**src/epf_pkg.sv**
```systemverilog
/*
 * Package for the event-driven PWM state machine block: states, coupling
 * modes, widths and timing constants.
 * Assumes a 96 MHz state machine clock; all users import epf_pkg::*.
 */
`default_nettype none
package epf_pkg;
	localparam int unsigned NUM_FSM      = 6;
	localparam int unsigned NUM_EVT_IN   = 3;
	localparam int unsigned TIME_W       = 16;
	localparam int unsigned SEL_W        = 2;
	localparam int unsigned DITHER_W     = 3;
	localparam int unsigned NUM_DIG      = 6;
	localparam int unsigned NUM_CMP      = 4;
	localparam int unsigned NUM_IRQ      = 8;
	localparam int unsigned FSM_CLK_MHZ  = 96;
	localparam int unsigned PERIOD_PS    = 10400;
	localparam int unsigned FINE_RES_PS  = 1300;
	localparam int unsigned DITHER_STEPS = PERIOD_PS / FINE_RES_PS;
	localparam int unsigned SYNC_STAGES  = 2;
	localparam int unsigned EVT_TIMER    = 3;
	localparam int unsigned EVT_W        = 4;
	localparam logic [TIME_W-1:0] TIME_RESET = 16'h0000;

	typedef enum logic [2:0] {
		EPF_IDLE      = 3'b000,
		EPF_RUN_ZERO  = 3'b001,
		EPF_RUN_ONE   = 3'b010,
		EPF_RUN_TWO   = 3'b011,
		EPF_RUN_THREE = 3'b100,
		EPF_HOLD      = 3'b101
	} epf_state_e;

	typedef enum logic [2:0] {
		EPF_CPL_SINGLE     = 3'b000,
		EPF_CPL_SYNC       = 3'b001,
		EPF_CPL_ASYNC      = 3'b010,
		EPF_CPL_SYNC_TWO   = 3'b011,
		EPF_CPL_ASYNC_TWO  = 3'b100,
		EPF_CPL_EXTERNAL   = 3'b101
	} epf_couple_e;
endpackage
`default_nettype wire

```
**src/epf_sync.sv**
```systemverilog
/*
 * Two-flop synchroniser for a vector of asynchronous levels.
 * Assumes inputs may change at any time relative to clk.
 */
`default_nettype none
module epf_sync
	import epf_pkg::*;
#(
	parameter int unsigned W = 1
) (
	input  wire logic         clk,
	input  wire logic         rst_b,
	input  wire logic [W-1:0] asyncIn,
	output var  logic [W-1:0] syncOut
);
	typedef struct packed {
		logic [W-1:0] meta;
		logic [W-1:0] stable;
	} epf_sync_s;

	epf_sync_s st_reg;
	epf_sync_s st_next;

	always_comb begin
		st_next.meta   = asyncIn;
		st_next.stable = st_reg.meta;
	end

	always_ff @(posedge clk or negedge rst_b) begin
		if (!rst_b) begin
			st_reg <= '0;
		end else begin
			st_reg <= st_next;
		end
	end

	assign syncOut = st_reg.stable;
endmodule
`default_nettype wire

```
**src/epf_machine.sv**
```systemverilog
/*
 * One event-driven PWM state machine: six states, per-state event masks,
 * per-state timer, output levels, interrupt and ADC trigger per transition.
 * Assumes event inputs are already synchronous to clk.
 */
`default_nettype none
module epf_machine
	import epf_pkg::*;
(
	input  wire logic                     clk,
	input  wire logic                     rst_b,
	input  wire logic                     start,
	input  wire logic                     holdReq,
	input  wire logic [NUM_EVT_IN-1:0]    evtIn,
	input  wire logic [4*TIME_W-1:0]      stateTime,
	input  wire logic [4*EVT_W-1:0]       evtMask,
	input  wire logic [4*2-1:0]           nextState,
	input  wire logic [3:0]               levelOnEntry,
	input  wire logic [3:0]               irqOnExit,
	input  wire logic [3:0]               adcOnExit,
	input  wire logic [DITHER_W-1:0]      ditherFrac,
	output var  logic                     pwmOut,
	output var  logic                     irqPulse,
	output var  logic                     adcPulse,
	output var  logic [2:0]               stateOut
);
	typedef struct packed {
		epf_state_e          state;
		logic [TIME_W-1:0]   count;
		logic                pwm;
		logic                irq;
		logic                adc;
		logic [DITHER_W-1:0] ditherAcc;
	} epf_machine_s;

	epf_machine_s st_reg;
	epf_machine_s st_next;
	logic [1:0]         idx;
	logic [EVT_W-1:0]   evts;
	logic               fire;
	logic [DITHER_W:0]  accSum;
	logic [1:0]         dest;

	always_comb begin
		st_next     = st_reg;
		st_next.irq = 1'b0;
		st_next.adc = 1'b0;
		idx         = 2'(st_reg.state - EPF_RUN_ZERO);
		accSum      = {1'b0, st_reg.ditherAcc} + {1'b0, ditherFrac};
		// Carry stretches the state by one period: average edge lands on fine grid
		evts        = {(st_reg.count >= stateTime[idx*TIME_W +: TIME_W] + TIME_W'(accSum[DITHER_W])), evtIn};
		fire        = |(evts & evtMask[idx*EVT_W +: EVT_W]); // [RL4]
		dest        = nextState[idx*2 +: 2];
		unique case (st_reg.state)
			EPF_IDLE: begin
				if (start) begin // [RL6]
					st_next.state = EPF_RUN_ZERO;
					st_next.count = TIME_RESET;
					st_next.pwm   = levelOnEntry[0];
				end
			end
			EPF_HOLD: begin
				// Stop outranks hold release, so a halted machine never restarts alone
				if (!start) begin
					st_next.state = EPF_IDLE;
				end else if (!holdReq) begin
					st_next.state = EPF_RUN_ZERO;
					st_next.count = TIME_RESET;
					st_next.pwm   = levelOnEntry[0]; // [RL5]
				end
			end
			default: begin
				st_next.count = st_reg.count + TIME_W'(1); // [RL11]
				if (!start) begin
					st_next.state = EPF_IDLE;
				end else if (holdReq) begin // [RL3]
					st_next.state = EPF_HOLD;
				end else if (fire) begin // [RL9]
					st_next.state     = epf_state_e'(3'(dest) + EPF_RUN_ZERO); // [RL2]
					st_next.count     = TIME_RESET;
					st_next.pwm       = levelOnEntry[dest]; // [RL5]
					st_next.irq       = irqOnExit[idx]; // [RL10]
					st_next.adc       = adcOnExit[idx]; // [RL14]
					st_next.ditherAcc = accSum[DITHER_W-1:0]; // [RL7]
				end
			end
		endcase
	end

	always_ff @(posedge clk or negedge rst_b) begin
		if (!rst_b) begin
			st_reg <= '{EPF_IDLE, TIME_RESET, 1'b0, 1'b0, 1'b0, '0};
		end else begin
			st_reg <= st_next; // [RL8]
		end
	end

	assign pwmOut   = st_reg.pwm;
	assign irqPulse = st_reg.irq;
	assign adcPulse = st_reg.adc;
	assign stateOut = st_reg.state;
endmodule
`default_nettype wire

```
**src/epf_top.sv**
```systemverilog
/*
 * Event-driven PWM subsystem: six machines, connection matrix, coupling.
 * Assumes configuration ports are driven by the processor on clk and stay
 * stable while machines run; digital inputs and comparators are asynchronous.
 */
`default_nettype none
// Behaviour
// [RL1] Six machines, independent or grouped
// [RL2] Four running states zero to three
// [RL3] Idle and hold states besides running
// [RL4] Per-state configurable triggering events
// [RL5] Transition may update PWM output level
// [RL6] Runs autonomously once started
// [RL7] 96 MHz clock, dithering for fine edges
// [RL8] One clock period native resolution
// [RL9] Sync, async or timer events trigger
// [RL10] Per-transition configurable interrupt request
// [RL11] Four 16-bit times per machine
// [RL12] Fifteen configuration registers per machine
// [RL13] Eight interrupt request lines
// [RL14] Configurable ADC trigger per machine
// [RL15] Coupled machines interleave, separate or merged
// [RL16] Six coupling arrangements supported
// [RL17] Coupling set by global and drive fields
// [RL18] Digital, comparator, PWM feedback, software sources
// [RL19] Three inputs, 2-bit four-way selection each
// [RL20] Input two code three: own software event
// [RL21] Machine two input one matrix row
// [RL22] Independent selection per event input
// [RL23] Async inputs synchronised before state logic
module epf_top
	import epf_pkg::*;
(
	input  wire logic                               clk,
	input  wire logic                               rst_b,
	input  wire logic [NUM_DIG-1:0]                 fastDigitalIn,
	input  wire logic [NUM_CMP-1:0]                 comparatorOut,
	input  wire logic [NUM_FSM-1:0]                 softEvent,
	input  wire logic [NUM_FSM-1:0]                 machineStart,
	input  wire logic [NUM_FSM-1:0]                 machineHold,
	input  wire logic [NUM_FSM*NUM_EVT_IN*SEL_W-1:0] eventSelectRegs,
	input  wire logic [NUM_FSM*4*TIME_W-1:0]        stateTimes,
	input  wire logic [NUM_FSM*4*EVT_W-1:0]         eventMasks,
	input  wire logic [NUM_FSM*8-1:0]               nextStates,
	input  wire logic [NUM_FSM*4-1:0]               entryLevels,
	input  wire logic [NUM_FSM*4-1:0]               irqEnables,
	input  wire logic [NUM_FSM*4-1:0]               adcEnables,
	input  wire logic [NUM_FSM*DITHER_W-1:0]        ditherFracs,
	input  wire logic [NUM_FSM*3-1:0]               couplingGlobalCfg,
	input  wire logic [NUM_FSM-1:0]                 couplingOutputDrive,
	output var  logic [NUM_FSM-1:0]                 pwmOut,
	output var  logic [NUM_IRQ-1:0]                 irqLines,
	output var  logic                               adcTrigger,
	output var  logic [NUM_FSM*3-1:0]               machineState
);
	typedef struct packed {
		logic [NUM_FSM-1:0]   pwm;
		logic [NUM_IRQ-1:0]   irq;
		logic                 adc;
		logic [NUM_FSM*3-1:0] state;
	} epf_top_s;

	epf_top_s st_reg;
	epf_top_s st_next;

	logic [NUM_DIG-1:0]          digSync;
	logic [NUM_CMP-1:0]          cmpSync;
	logic [NUM_FSM-1:0]          rawPwm;
	logic [NUM_FSM-1:0]          rawIrq;
	logic [NUM_FSM-1:0]          rawAdc;
	logic [NUM_FSM*3-1:0]        rawState;
	logic [NUM_FSM*NUM_EVT_IN-1:0] evtSel;
	logic [NUM_FSM-1:0]          effStart;
	logic [NUM_FSM-1:0]          pwmFb;

	// Only the pin-facing sources cross domains; software events are on clk
	epf_sync #(.W(NUM_DIG)) uDigSync ( // [RL23]
		.clk     (clk),
		.rst_b   (rst_b),
		.asyncIn (fastDigitalIn),
		.syncOut (digSync)
	);

	epf_sync #(.W(NUM_CMP)) uCmpSync ( // [RL23]
		.clk     (clk),
		.rst_b   (rst_b),
		.asyncIn (comparatorOut),
		.syncOut (cmpSync)
	);

	assign pwmFb = st_reg.pwm;

	// Matrix row per machine and input: {code11, code10, code01, code00}
	function automatic logic pick(input logic [1:0] sel, input logic [3:0] row);
		pick = row[sel]; // [RL19]
	endfunction

	function automatic logic [SEL_W-1:0] selOf(input int unsigned m, input int unsigned i,
			input logic [NUM_FSM*NUM_EVT_IN*SEL_W-1:0] regs);
		selOf = regs[(m*NUM_EVT_IN+i)*SEL_W +: SEL_W]; // [RL22]
	endfunction

	always_comb begin
		logic [NUM_DIG-1:0] d;
		logic [NUM_CMP-1:0] c;
		logic [NUM_FSM-1:0] s;
		d = digSync;
		c = cmpSync;
		s = softEvent;
		// [RL18]
		evtSel[0]  = pick(selOf(0, 0, eventSelectRegs), {d[5], d[2], d[0], c[0]});
		evtSel[1]  = pick(selOf(0, 1, eventSelectRegs), {c[3], d[3], d[0], c[1]});
		evtSel[2]  = pick(selOf(0, 2, eventSelectRegs), {s[0], d[4], d[1], c[2]}); // [RL20]
		evtSel[3]  = pick(selOf(1, 0, eventSelectRegs), {d[0], d[3], d[1], c[1]});
		evtSel[4]  = pick(selOf(1, 1, eventSelectRegs), {c[3], d[4], d[1], c[2]});
		evtSel[5]  = pick(selOf(1, 2, eventSelectRegs), {s[1], d[5], d[2], c[0]}); // [RL20]
		evtSel[6]  = pick(selOf(2, 0, eventSelectRegs), {d[1], d[4], d[2], c[2]});
		evtSel[7]  = pick(selOf(2, 1, eventSelectRegs), {pwmFb[0], d[5], d[2], c[0]}); // [RL21]
		evtSel[8]  = pick(selOf(2, 2, eventSelectRegs), {s[2], d[0], d[3], c[1]}); // [RL20]
		evtSel[9]  = pick(selOf(3, 0, eventSelectRegs), {d[2], d[5], d[3], c[0]});
		evtSel[10] = pick(selOf(3, 1, eventSelectRegs), {pwmFb[1], d[0], d[3], c[1]});
		evtSel[11] = pick(selOf(3, 2, eventSelectRegs), {s[3], d[1], d[4], c[2]}); // [RL20]
		evtSel[12] = pick(selOf(4, 0, eventSelectRegs), {d[3], d[0], d[4], c[1]});
		evtSel[13] = pick(selOf(4, 1, eventSelectRegs), {pwmFb[5], d[1], d[4], c[2]});
		evtSel[14] = pick(selOf(4, 2, eventSelectRegs), {s[4], d[2], d[5], c[0]}); // [RL20]
		evtSel[15] = pick(selOf(5, 0, eventSelectRegs), {d[4], d[1], d[5], c[2]});
		evtSel[16] = pick(selOf(5, 1, eventSelectRegs), {c[3], d[2], d[5], c[0]});
		evtSel[17] = pick(selOf(5, 2, eventSelectRegs), {s[5], d[3], d[0], c[1]}); // [RL20]
	end

	// Sync-coupled machines start with their even partner so both sequences align
	always_comb begin
		for (int m = 0; m < NUM_FSM; m++) begin
			unique case (epf_couple_e'(couplingGlobalCfg[m*3 +: 3])) // [RL16] [RL17]
				EPF_CPL_SYNC, EPF_CPL_SYNC_TWO:
					effStart[m] = machineStart[m & ~1] & machineStart[m];
				EPF_CPL_EXTERNAL:
					effStart[m] = machineStart[m] & evtSel[m*NUM_EVT_IN];
				EPF_CPL_SINGLE, EPF_CPL_ASYNC, EPF_CPL_ASYNC_TWO:
					effStart[m] = machineStart[m];
				default:
					effStart[m] = 1'b0;
			endcase
		end
	end

	// Each machine keeps its own sequence; only starts and outputs are combined
	for (genvar m = 0; m < NUM_FSM; m++) begin : gMachine // [RL1] [RL12]
		epf_machine uMachine (
			.clk          (clk),
			.rst_b        (rst_b),
			.start        (effStart[m]),
			.holdReq      (machineHold[m]),
			.evtIn        (evtSel[m*NUM_EVT_IN +: NUM_EVT_IN]),
			.stateTime    (stateTimes[m*4*TIME_W +: 4*TIME_W]),
			.evtMask      (eventMasks[m*4*EVT_W +: 4*EVT_W]),
			.nextState    (nextStates[m*8 +: 8]),
			.levelOnEntry (entryLevels[m*4 +: 4]),
			.irqOnExit    (irqEnables[m*4 +: 4]),
			.adcOnExit    (adcEnables[m*4 +: 4]),
			.ditherFrac   (ditherFracs[m*DITHER_W +: DITHER_W]),
			.pwmOut       (rawPwm[m]),
			.irqPulse     (rawIrq[m]),
			.adcPulse     (rawAdc[m]),
			.stateOut     (rawState[m*3 +: 3])
		);
	end

	always_comb begin
		st_next       = st_reg;
		st_next.state = rawState;
		st_next.adc   = |rawAdc; // [RL14]
		// Lines 6 and 7 summarise the two machine halves for a shared vector
		st_next.irq   = {|rawIrq[5:3], |rawIrq[2:0], 2'(0), rawIrq[3:0]} | // [RL13]
		                {2'(0), rawIrq[5:4], 4'h0};
		for (int m = 0; m < NUM_FSM; m++) begin
			// Drive bit set on an odd machine merges its pulses onto the even pin
			if (m[0] && couplingOutputDrive[m]) begin // [RL15]
				st_next.pwm[m]   = 1'b0;
			end else if (!m[0] && couplingOutputDrive[m | 1]) begin // [RL15]
				st_next.pwm[m]   = rawPwm[m] | rawPwm[m+1];
			end else begin
				st_next.pwm[m]   = rawPwm[m];
			end
		end
	end

	always_ff @(posedge clk or negedge rst_b) begin
		if (!rst_b) begin
			st_reg <= '0;
		end else begin
			st_reg <= st_next;
		end
	end

	assign pwmOut       = st_reg.pwm;
	assign irqLines     = st_reg.irq;
	assign adcTrigger   = st_reg.adc;
	assign machineState = st_reg.state;
endmodule
`default_nettype wire

```
**config.mk**
```make
export PLATFORM = sky130hd
export DESIGN_NAME = epf_top
export DESIGN_NICKNAME = d
export VERILOG_FILES = /design/src/epf_pkg.sv /design/src/epf_sync.sv /design/src/epf_machine.sv /design/src/epf_top.sv
export SDC_FILE = /design/constraint.sdc
export NUM_CORES = 1
export LEC_CHECK = 0
export BUFFER_PORTS_ARGS = -buffer_cell sky130_fd_sc_hd__buf_2
export CAP_MARGIN = 20
export CELL_PAD_IN_SITES_DETAIL_PLACEMENT = 1
export CELL_PAD_IN_SITES_GLOBAL_PLACEMENT = 1
export CORE_AREA = 2 2 287 289
export DETAILED_ROUTE_END_ITERATION = 6
export DIE_AREA = 0 0 289 291
export HOLD_SLACK_MARGIN = 0.15
export PLACE_DENSITY = 0.64
export SYNTH_ARGS = -nofsm -noshare
export SYNTH_HDL_FRONTEND = slang
export SYNTH_SLANG_ARGS = --single-unit
```
**constraint.sdc**
```tcl
create_clock -name clk -period 6.1 [get_ports clk]
set_clock_uncertainty 0.05 [all_clocks]
set_input_delay 0.61 -clock clk [delete_from_list [all_inputs] [get_ports clk]]
set_output_delay 0.61 -clock clk [all_outputs]
set_load 0.02 [all_outputs]
```
==> impl_metrics.env <==
export IMPL_initial_core_util_pct=22.2
export IMPL_coreArea_um2=81200
export IMPL_grt_pass1_vias=18810
export IMPL_tightest_slew_ps=902
export IMPL_max_slew_margin_rel_pct=39.9
export IMPL_r2r_slack_ps=810
export IMPL_post_cts_buffers=0
export IMPL_synthSimpleGateAreaFrac_pct=17.1
export IMPL_outcome="finished, final reports clean"
export IMPL_cp_endpoint="gMachine[5].uMachine.st_reg[0]"
export IMPL_syn_area_per_cell_um2=10.3
export IMPL_finalSetupViolCount=0
export IMPL_cts_made_buffers=29
export IMPL_grt_max_degree=111
export IMPL_cp_data_arrival_time_ps=5710
export IMPL_vias=17708
export IMPL_timing_hold_violations_final=0
export IMPL_synth_xor_area_share_pct=4.52
export IMPL_hold_class="in -> reg"
export IMPL_rr_startpoint="gMachine[5].uMachine.stateOut[1]"
export IMPL_netlist_top_cell_by_area="dfrtp_1"
export IMPL_yosysSeqAreaShare_pct=28.2
export IMPL_finalCritPeriodShare_pct=86.7
export IMPL_layout_drive_gt1_share_pct=41.0
export IMPL_nNetsFinal=3354
export IMPL_reg2reg_to="gMachine[5].uMachine.st_reg[0]"
export IMPL_maxSlewViolCount=0
export IMPL_synth_adder_area_share_pct=11.1
export IMPL_worstSetupPathType="reg -> reg"
export IMPL_antenna_left=0
export IMPL_required_ps=6530
export IMPL_synth_commonest_cells="213 x nand2_1, 203 x dfrtp_1, 164 x mux4_2"
export IMPL_route_detailed_drc=0
export IMPL_clkSinkCount=203
export IMPL_std_cell_rows=105
export IMPL_synth_area_leaders="dfrtp_1 28%, mux4_2 21%, ha_1 10%, a31oi_1 4.9%, nand2_1 4.4%"
export IMPL_crit_start="gMachine[5].uMachine.stateOut[1]"
export IMPL_ys_flop_type="dfrtp_1"
export IMPL_max_vdd_ir_drop_mv=0.197
export IMPL_syn2layout_area_growth_pct=33.8
export IMPL_drtIter0Drc=734
export IMPL_worst_r2r_path_depth=17
export IMPL_setup_tns_ps=0
export IMPL_fmax_mhz=189
export IMPL_path_max_fanout=14
export IMPL_clkLatencyLatePin_ps=600
export IMPL_grt_usage_pct=17.9
export IMPL_rsz0062_at_grt="no"
export IMPL_p_per_area_nw_per_um2=413
export IMPL_cts_tree="yes"
export IMPL_synthArstFlopShare_pct=100
export IMPL_drt_wl_total_mm=77.7
export IMPL_io_pins=741
export IMPL_holdBufCountCts=13
export IMPL_ys_types=77
export IMPL_syn_area_um2=18000
export IMPL_dieArea_um2=84100
export IMPL_grt_first_pass_wirelength_mm=115
export IMPL_maxCapViolCount=0
export IMPL_first_pass_iters=5
export IMPL_synth_edff_count=0
export IMPL_via_per_inst=4.93
export IMPL_period_minus_slack_ps=5290
export IMPL_synth_warnings=0
export IMPL_cts_reportedPaths_clkPinSlew_ps=60
export IMPL_synth_top_family_by_area="multiplexers"
export IMPL_critPathLaunchType="flip-flop"
export IMPL_wl_per_cell_um=21.6
export IMPL_yosysTopAreaCellShare_pct=28.2
export IMPL_power_leakage_uw=0.0115
export IMPL_cts_root_buf="clkbuf_16"
export IMPL_netlist_instances=1752
export IMPL_synth_nets=2616
export IMPL_cts_htree_levels=1
export IMPL_synth_most_common_cell="nand2_1"
export IMPL_synth_compound_area_share_pct=12.9
export IMPL_synth_seq_cells=203
export IMPL_die_w_um=289
export IMPL_ctsResizeCount=0
export IMPL_hold_ws_ps=220
export IMPL_synth_mux_area_fraction_pct=22.8
export IMPL_ctsLongestPathBuffers=3
export IMPL_largest_reg_flops=114
export IMPL_critPathCaptureType="flip-flop"
export IMPL_fp_dieH_um=291
export IMPL_io_buffers=737
export IMPL_gp_congestion=0.875
export IMPL_fill_cells=9550
export IMPL_overflow=0
export IMPL_antenna_found_initial=16
export IMPL_hpwl_mm=64.3
how the worst min path moves through the flow:
stage,start,cells after the start,endpoint,slack (ps)
floorplan,rst_b,0,adcTrigger,260
global placement,uDigSync.st_next[0],0,uDigSync.syncOut[0],280
detailed placement,uDigSync.st_next[4],0,uDigSync.syncOut[4],290
CTS,couplingOutputDrive[5],2,pwmOut[5],170
global route,couplingOutputDrive[5],2,pwmOut[5],200
finish,couplingOutputDrive[5],2,pwmOut[5],220
per-layer routing:
layer | global-route usage [%] | part of all wire, % | vias up | routed length, um
li1 | - | - | 8220 | -
met1 | 21.9 | 41 | 8730 | 31800
met2 | 31.0 | 48 | 631 | 37200
met3 | 3.17 | 6.3 | 123 | 4860
met4 | 7.15 | 4.9 | 4 | 3780
met5 | 0 | 0.027 | - | 21
worst max-delay path, stage by stage (launching register included):
cell and delay, ps:
dfrtp_1 370, inv_1 70, ha_1 660, buf_4 310, mux4_2 230, and3_1 190
nand2_1 60, nor2_1 200, and3_1 250, nand4_1 120, xor2_1 180, ha_1 290
nand4_1 120, or2_2 310, o221ai_1 480, a21boi_2 200, nor3_1 670, mux2_2 410
layout by cell type (no fill, tap or decap), drive strengths merged, types with 35 or more instances in the layout:
master  Yosys  routed
a21oi      56      56
a31oi     142     142
and3       66      66
buf        41     765
clkbuf     30      35
dfrtp     203     203
ha        150     150
inv        63      64
mux4      167     167
nand2     213     213
nand3      64      64
nor2      113     113
xnor2      45      45
xor2       48      48
logic make-up after synthesis:
family / count (synthesis)
compound gates: 340
xor+xnor: 93
fa+ha+maj: 156
buf+inv: 134
flops: 203
mux: 197
simple gates: 629
layout make-up:
| type | instances | area, um2 | area share [%] |
|---|---|---|---|
| Sequential cell | 203 | 5090 | 21.1 |
| Antenna cell | 8 | 20.0 | 0.0831 |
| Multi-Input combinational cell | 1415 | 12300 | 51.2 |
| Inverter | 63 | 236 | 0.982 |
| Tap cell | 1070 | 1340 | 5.56 |
| Clock inverter | 19 | 229 | 0.951 |
| Clock buffer | 35 | 788 | 3.27 |
| Timing Repair Buffer | 778 | 4060 | 16.9 |
through the flow:
| step | instances | area, um2 | power (uW) | worst slack (ps) | util, % |
|---|---|---|---|---|---|
| floorplan | 1752 | 18000 | 6360 | 487 | - |
| global placement | 3515 | 22900 | 8010 | 941 | 28.2 |
| detailed placement | 3515 | 22900 | 8140 | 877 | 28.2 |
| CTS | 3582 | 24000 | 10100 | 849 | 29.6 |
| global route | 3586 | 24100 | 10800 | 471 | 29.6 |
| finish | 3591 | 24100 | 9930 | 812 | 29.7 |
where the power goes:
part	total, uW	switching [uW]	internal [uW]
clock	1840	744	1090
sequential	1890	267	1630
combinational	6200	3430	2770
total	9930	4440	5490
No activity file was read; power rests on OpenSTA's default activity.
